==> src/include/flash_host_map.svh <==
`ifndef FLASH_HOST_MAP_SVH
`define FLASH_HOST_MAP_SVH
`define CMD_ERASE_SETUP   8'h20
`define CMD_ERASE_CONFIRM 8'hD0
`define CMD_WRITE_SETUP   8'h40
`define CMD_WRITE_ALT     8'h10
`define CMD_READ_ARRAY    8'hFF
`define OP_READ           3'h0
`define OP_ERASE          3'h1
`define OP_PROGRAM        3'h2
`define OP_READ_ARRAY     3'h3
`define OP_IDENT          3'h4
`define ACCESS_NS         100
`define STROBE_NS         100
`define RECOVER_NS        100
`endif

==> src/include/flash_host_pkg.sv <==
package flash_host_pkg;
  typedef enum logic [2:0] {
    ST_IDLE,
    ST_SETUP,
    ST_GAP,
    ST_CYCLE,
    ST_DONE
  } host_state_t;
endpackage

==> src/flash_bus_host.sv <==
`timescale 1ns/1ps
`include "flash_host_map.svh"
module flash_bus_host
  import flash_host_pkg::*;
#(
  parameter int ADDR_W  = 19,
  parameter int CLK_NS  = 100
)(
  input  wire logic              core_clk,
  input  wire logic              rst_n,
  input  wire logic              req_valid,
  output logic                   req_ready,
  input  wire logic [2:0]        req_op,
  input  wire logic [ADDR_W-1:0] req_addr,
  input  wire logic [15:0]       req_wdata,
  input  wire logic              req_byte_mode,
  input  wire logic              req_boot,
  output logic                   rsp_valid,
  output logic [15:0]            rsp_rdata,
  output logic                   chip_sel_n,
  output logic                   out_en_n,
  output logic                   write_en_n,
  output logic                   width_sel_n,
  output logic [ADDR_W-1:0]      addr,
  output logic                   ident_enable,
  output logic                   prog_supply_en,
  output logic                   boot_unlock_en,
  output logic                   reset_powerdown_n,
  output logic [15:0]            dq_out,
  output logic [15:0]            dq_oe_n,
  input  wire logic [15:0]       dq_in
);
  localparam int ACC_CYC = (`ACCESS_NS + CLK_NS - 1) / CLK_NS;
  localparam int STB_CYC = (`STROBE_NS + CLK_NS - 1) / CLK_NS;
  localparam int REC_CYC = (`RECOVER_NS + CLK_NS - 1) / CLK_NS;
  localparam int CNT_W   = 8;

  host_state_t        state_reg, state_next;
  logic [2:0]         op_reg;
  logic [ADDR_W-1:0]  addr_reg;
  logic [15:0]        wdata_reg;
  logic               byte_reg, boot_reg, second_reg;
  logic [CNT_W-1:0]   cnt_reg;

  wire is_read   = (op_reg == `OP_READ) || (op_reg == `OP_IDENT);
  wire two_cycle = (op_reg == `OP_ERASE) || (op_reg == `OP_PROGRAM);
  wire [CNT_W-1:0] strobe_len = is_read ? CNT_W'(ACC_CYC) : CNT_W'(STB_CYC);
  wire cnt_done  = (cnt_reg == '0);
  // supply stays on through the recovery gap, so it is still there as the strobe rises
  wire active    = (state_reg != ST_IDLE);
  // outputs are registered from state_next, so on the take edge they follow the
  // incoming request and not the one that has just finished
  wire [2:0] op_cur   = (state_reg == ST_IDLE) ? req_op : op_reg;
  wire       byte_cur = (state_reg == ST_IDLE) ? req_byte_mode : byte_reg;
  wire       a0_cur   = (state_reg == ST_IDLE) ? req_addr[0] : addr_reg[0];
  wire       read_cur = (op_cur == `OP_READ) || (op_cur == `OP_IDENT);
  wire write_next = (state_next == ST_SETUP) || ((state_next == ST_CYCLE) && !read_cur);
  wire read_next  = (state_next == ST_CYCLE) && read_cur;
  wire prog_next  = (state_next == ST_CYCLE) && (op_cur == `OP_PROGRAM);
  // command byte rides only on the low byte; upper lanes left at zero
  wire [7:0] setup_cmd = (op_cur == `OP_ERASE) ? `CMD_ERASE_SETUP : `CMD_WRITE_SETUP;
  wire [7:0] final_cmd = (op_cur == `OP_ERASE) ? `CMD_ERASE_CONFIRM : `CMD_READ_ARRAY;
  // byte write: low byte carries data, top pin carries the lowest address bit
  wire [15:0] prog_word = byte_reg ? {addr_reg[0], 7'h00, wdata_reg[7:0]} : wdata_reg;
  wire [15:0] cmd_word  = {8'h00, (state_next == ST_SETUP) ? setup_cmd : final_cmd};
  // byte read: the host still owns the top pin, which is the lowest address bit there
  wire        byte_rd_pin = read_next && byte_cur;
  wire [15:0] rd_word     = {a0_cur, 15'h0000};
  wire [15:0] dq_next = read_next ? rd_word : (prog_next ? prog_word : cmd_word);
  wire [15:0] oe_next = write_next ? 16'h0000 : (byte_rd_pin ? 16'h7FFF : 16'hFFFF);
  wire [ADDR_W-1:0] out_addr = byte_reg ? (addr_reg >> 1) : addr_reg;
  wire [ADDR_W-1:0] id_addr  = {{(ADDR_W-1){1'b0}}, addr_reg[0]};
  wire [15:0] byte_rd = byte_reg ? {8'h00, dq_in[7:0]} : dq_in;

  assign req_ready = (state_reg == ST_IDLE);

  function automatic logic two_cycle_req(input logic [2:0] op);
    two_cycle_req = (op == `OP_ERASE) || (op == `OP_PROGRAM);
  endfunction

  always_comb
  begin
    state_next = state_reg;
    case (state_reg)
      ST_IDLE:  if (req_valid) state_next = two_cycle_req(req_op) ? ST_SETUP : ST_CYCLE;
      ST_SETUP: if (cnt_done) state_next = ST_GAP;
      ST_GAP:   if (cnt_done) state_next = second_reg ? ST_DONE : ST_CYCLE;
      ST_CYCLE: if (cnt_done) state_next = ST_GAP;
      ST_DONE:  state_next = ST_IDLE;
      default:  state_next = ST_IDLE;
    endcase
  end

  always_ff @(posedge core_clk or negedge rst_n)
  begin
    if (!rst_n)
    begin
      state_reg  <= ST_IDLE;
      op_reg     <= `OP_READ;
      addr_reg   <= '0;
      wdata_reg  <= 16'h0000;
      byte_reg   <= 1'b0;
      boot_reg   <= 1'b0;
      second_reg <= 1'b0;
      cnt_reg    <= '0;
    end
    else
    begin
      state_reg <= state_next;
      if (state_reg == ST_IDLE && req_valid)
      begin
        op_reg     <= req_op;
        addr_reg   <= req_addr;
        wdata_reg  <= req_wdata;
        byte_reg   <= req_byte_mode;
        boot_reg   <= req_boot;
        second_reg <= 1'b0;
        cnt_reg    <= two_cycle_req(req_op) ? CNT_W'(STB_CYC - 1)
                    : ((req_op == `OP_READ || req_op == `OP_IDENT) ? CNT_W'(ACC_CYC - 1)
                    : CNT_W'(STB_CYC - 1));
      end
      else if (state_next != state_reg)
      begin
        if (state_reg == ST_CYCLE) second_reg <= 1'b1;
        cnt_reg <= (state_next == ST_GAP) ? CNT_W'(REC_CYC - 1) : strobe_len - 1'b1;
      end
      else if (!cnt_done)
        cnt_reg <= cnt_reg - 1'b1;
    end
  end

  // bus outputs registered so strobes are glitch free toward the part
  always_ff @(posedge core_clk or negedge rst_n)
  begin
    if (!rst_n)
    begin
      chip_sel_n <= 1'b1;
      out_en_n   <= 1'b1;
      write_en_n <= 1'b1;
      dq_oe_n    <= 16'hFFFF;
      dq_out     <= 16'h0000;
      rsp_valid  <= 1'b0;
      rsp_rdata  <= 16'h0000;
    end
    else
    begin
      chip_sel_n <= !(state_next == ST_SETUP || state_next == ST_CYCLE);
      out_en_n   <= !read_next;
      write_en_n <= !write_next;
      dq_oe_n    <= oe_next;
      dq_out     <= dq_next;
      rsp_valid  <= (state_reg == ST_CYCLE) && cnt_done && is_read;
      if ((state_reg == ST_CYCLE) && cnt_done && is_read)
        rsp_rdata <= byte_rd;
    end
  end

  // supply and unlock held across whole sequence until the part settles
  assign prog_supply_en   = active && two_cycle;
  assign boot_unlock_en   = active && two_cycle && boot_reg;
  assign ident_enable     = (op_reg == `OP_IDENT) && (state_reg != ST_IDLE);
  assign reset_powerdown_n = rst_n;
  assign width_sel_n      = !byte_reg;
  assign addr             = (op_reg == `OP_IDENT) ? id_addr : out_addr;
endmodule

==> config.mk <==
export PLATFORM = sky130hd
export DESIGN_NAME = flash_bus_host
export DESIGN_NICKNAME = d
export VERILOG_FILES = /design/src/include/flash_host_pkg.sv /design/src/flash_bus_host.sv
export VERILOG_INCLUDE_DIRS = /design/src /design/src/include
export SDC_FILE = /design/constraint.sdc
export NUM_CORES = 1
export LEC_CHECK = 0
export ABC_AREA = 0
export BUFFER_PORTS_ARGS = -buffer_cell sky130_fd_sc_hd__buf_2
export CAP_MARGIN = 20
export CORE_MARGIN = 1
export CORE_UTILIZATION = 53
export CTS_BUF_LIST = sky130_fd_sc_hd__clkbuf_8
export CTS_CLUSTER_DIAMETER = 100
export CTS_CLUSTER_SIZE = 40
export DETAILED_ROUTE_END_ITERATION = 16
export GPL_TIMING_DRIVEN = 0
export PLACE_DENSITY_LB_ADDON = 0.25
export SLEW_MARGIN = 20
export SYNTH_ARGS = -nofsm -noshare
export SYNTH_HDL_FRONTEND = slang
export SYNTH_SLANG_ARGS = --single-unit
==> constraint.sdc <==
create_clock -name core_clk -period 2.55 [get_ports core_clk]
set_input_delay 0.765 -clock core_clk [delete_from_list [all_inputs] [get_ports core_clk]]
set_output_delay 0.765 -clock core_clk [all_outputs]
set_load 0.05 [all_outputs]
==> reports/qor.json <==
{
  "via_count": {"value": 3461},
  "design.portCount": {"value": 136},
  "hold_path.class": {"value": "in -> async"},
  "synthSimpleGateAreaFrac": {"value": 22.3, "unit": "%"},
  "first_global_vias": {"value": 3385},
  "detail_route.iter0.violations": {"value": 150},
  "antenna-diode-count": {"value": 0},
  "synth_top_cells_by_area": {"value": "dfrtp_1 (51%), nand2_1 (12%), mux2i_1 (5.7%)"},
  "critical_setup_path_kind": {"value": "reg -> out"},
  "areaGrowthSynthToFinish": {"value": 27.1, "unit": "%"},
  "synthFlopType": {"value": "dfrtp_1"},
  "final_max_slew_viol_count": {"value": 0},
  "cts_buffers": {"value": 9},
  "syn_inst": {"value": 431},
  "final_nets": {"value": 641},
  "remaining_drc_errors": {"value": 0},
  "die_h": {"value": 91.0, "unit": "µm"},
  "crit_path_end_kind": {"value": "output pin"},
  "ant_nets": {"value": 0},
  "post-route-period-util": {"value": 97.2, "unit": "%"},
  "finalCriticalPeriod": {"value": 2.48, "unit": "ns"},
  "status": {"value": "finished clean"},
  "start_util": {"value": 54.6, "unit": "%"},
  "xor_xnor_portion_of_the_synthesized_cell_area": {"value": 1.67, "unit": "%"},
  "max-slew-margin-rel": {"value": 32.0, "unit": "%"},
  "timing.critical_path.from_type": {"value": "flip-flop"},
  "insertion_delay": {"value": 0.36, "unit": "ns"},
  "syn_area_per_cell": {"value": 9.74, "unit": "µm²"},
  "timing.final.setup_violations": {"value": 0},
  "dieWidth": {"value": 91.0, "unit": "µm"},
  "synth_seq_area_share": {"value": 53.2, "unit": "%"},
  "postSynthRegisterBits": {"value": 89},
  "cp_max_fo": {"value": 10},
  "post-synth-top-area-fraction": {"value": 50.7, "unit": "%"},
  "drt-total-wl": {"value": 9360, "unit": "µm"},
  "slew_at_the_pin_with_the_worst_max_slew_slack": {"value": 0.991, "unit": "ns"},
  "std_cell_rows": {"value": 32},
  "combinational_family_with_the_most_area_after_synthesis": {"value": "simple AND/OR/NAND/NOR gates"},
  "grt_pass1_wl": {"value": 15700, "unit": "µm"},
  "dp_hpwl": {"value": 6880, "unit": "µm"},
  "cap_viol_max_count": {"value": 0},
  "drt_first_pass_iters": {"value": 5},
  "grt-ovfl-total": {"value": 0},
  "synthAdderAreaFrac": {"value": 1.19, "unit": "%"},
  "synth_commonest_cells": {"value": "nand2_1 (130), dfrtp_1 (85), nor2_1 (34)"},
  "layout-drive-gt1-share": {"value": 38.9, "unit": "%"},
  "yosys-mux-area-fraction": {"value": 8.67, "unit": "%"},
  "ctsHoldBuffers": {"value": 0},
  "worst_ep_required_time": {"value": 1.79, "unit": "ns"},
  "netlist_area": {"value": 4200, "unit": "µm²"},
  "largest_register_ff_count": {"value": 19},
  "synth_area_leader_cell": {"value": "dfrtp_1"},
  "post_synth_num_cell_types": {"value": 51},
  "crit_arrival": {"value": 1.71, "unit": "ns"},
  "avgRoutedWirePerCell": {"value": 13.7, "unit": "µm"},
  "clk_root_buf": {"value": "clkbuf_8"},
  "number_of_antenna_violations_at_the_first_check_in_global_routing": {"value": 0},
  "timing.clock.skew": {"value": 0.00888, "unit": "ns"},
  "synth.yosys.warnings": {"value": 0},
  "clock_path_buffers": {"value": 2},
  "floorplan.die_area": {"value": 8280, "unit": "µm²"},
  "vias_per_cell": {"value": 5.05},
  "fmax": {"value": 0.403, "unit": "GHz"},
  "cts_tree": {"value": "yes"},
  "yosysMostFrequentCell": {"value": "nand2_1"},
  "grt_start_max_net_pins": {"value": 56},
  "htree_levels": {"value": 3},
  "fillCellCount": {"value": 622},
  "placement.io_buffers": {"value": 135},
  "synth-edff-count": {"value": 0},
  "cts_num_sinks": {"value": 89},
  "routabilityCongestion": {"value": 0.842},
  "clk_pin_slew": {"value": 0.09, "unit": "ns"},
  "fraction_of_registers_with_async_set_reset": {"value": 100, "unit": "%"},
  "global_route.usage.total": {"value": 24.0, "unit": "%"},
  "finalHoldViolations": {"value": 0},
  "core-area": {"value": 7690, "unit": "µm²"},
  "pre_cts_ws": {"value": -0.240, "unit": "ns"},
  "post_synthesis_compound_gate_area_fraction": {"value": 6.47, "unit": "%"},
  "synth.net_count": {"value": 494},
  "layout_setup_ws": {"value": 0.0704, "unit": "ns"}
}
[through the flow]
stage	utilization, %	instance area, µm²	hold WS (ns)	TNS, ns	instances
finish	69.4	5340	0.348	0	685
floorplan	-	4230	0.437	-0.135	431
detailed placement	65.8	5060	0.458	-2.07	669
global placement	65.5	5040	0.449	-7.53	668
CTS	68.9	5300	0.348	0	684
global route	69.4	5340	0.373	-0.00231	685
[metal layers]
layer | up-vias | global-route usage (%) | routed length [µm] | part of all wire (%)
met2 | 126 | 40.5 | 4570 | 49
met1 | 1640 | 30.5 | 4040 | 43
met3 | 12 | 5.03 | 620 | 6.6
met4 | 0 | 8.73 | 131 | 1.4
met5 | - | 0 | 0 | 0
li1 | 1683 | - | - | -
[timing repair]
item                       in CTS  in global routing
setup endpoints to repair      28                 17
pin swaps                       1                  1
gates cloned                    0                  0
buffers inserted                1                  2
gates resized for setup        16                 10
[cells in the final DEF, fill, tap and decap left out, drive strengths merged, types with 2 or more instances in the layout]
| cell | synthesis | layout |
|---|---|---|
| nand3 | 3 | 3 |
| dfstp | 4 | 4 |
| nor4b | 2 | 2 |
| dfrtp | 85 | 85 |
| mux2 | 10 | 10 |
| nor3 | 3 | 3 |
| clkbuf | 9 | 17 |
| nand2 | 131 | 131 |
| a31oi | 2 | 2 |
| a21o | 2 | 2 |
| ha | 4 | 4 |
| xor2 | 3 | 3 |
| nand2b | 2 | 2 |
| o31ai | 6 | 6 |
| xnor2 | 5 | 5 |
| and3 | 2 | 2 |
| and2 | 10 | 10 |
| nor2b | 4 | 4 |
| o21ai | 22 | 22 |
| o32ai | 2 | 2 |
| buf | 28 | 165 |
| clkinv | 0 | 3 |
| inv | 14 | 18 |
| or3 | 3 | 3 |
| mux2i | 24 | 24 |
| nor2 | 34 | 34 |
| or4b | 2 | 2 |
| nor4 | 3 | 3 |
[worst max-delay path, stage by stage (launching register included)]
cell	delay, ns
dfrtp_2	0.48
nor2_2	0.17
and2_4	0.22
buf_4	0.22
nor2_1	0.08
buf_4	0.19
[final timing paths]
kind	slack [ns]	depth (start not counted)	start	to
hold / removal	0.35	1	rst_n	dq_out[6]
hold reg to reg	0.48	2	wdata_reg[8]	wdata_reg[8]
setup reg to reg	0.15	10	cnt_reg[1]	dq_out[0]
max in group asynchronous	1.58	2	rst_n	dq_oe_n[15]
min in group core_clk	0.48	2	wdata_reg[8]	wdata_reg[8]
setup / recovery	0.07	5	op_reg[1]	addr[8]
[layout make-up]
type                    count  area [µm²]  area share, %
flip-flops and latches     89        2240           41.9
multi-input cells         291        1770           33.2
repair buffers            139         729           13.7
plain buffers              34         228           4.27
well taps                 102         128           2.39
clock buffers               9         124           2.32
clock inverters             7        68.8           1.29
inverters                  14        52.6          0.985
[cell families after synthesis]
family,Yosys count
AND/OR/NAND/NOR,203
flip-flops,89
buffers and inverters,51
AO/OA/AOI/OAI,42
multiplexers,34
XOR/XNOR,8
adder cells (fa/ha/maj),4
Power is not shown: default switching activity piles up to over one toggle a cycle in this logic, so the estimate is an artifact.
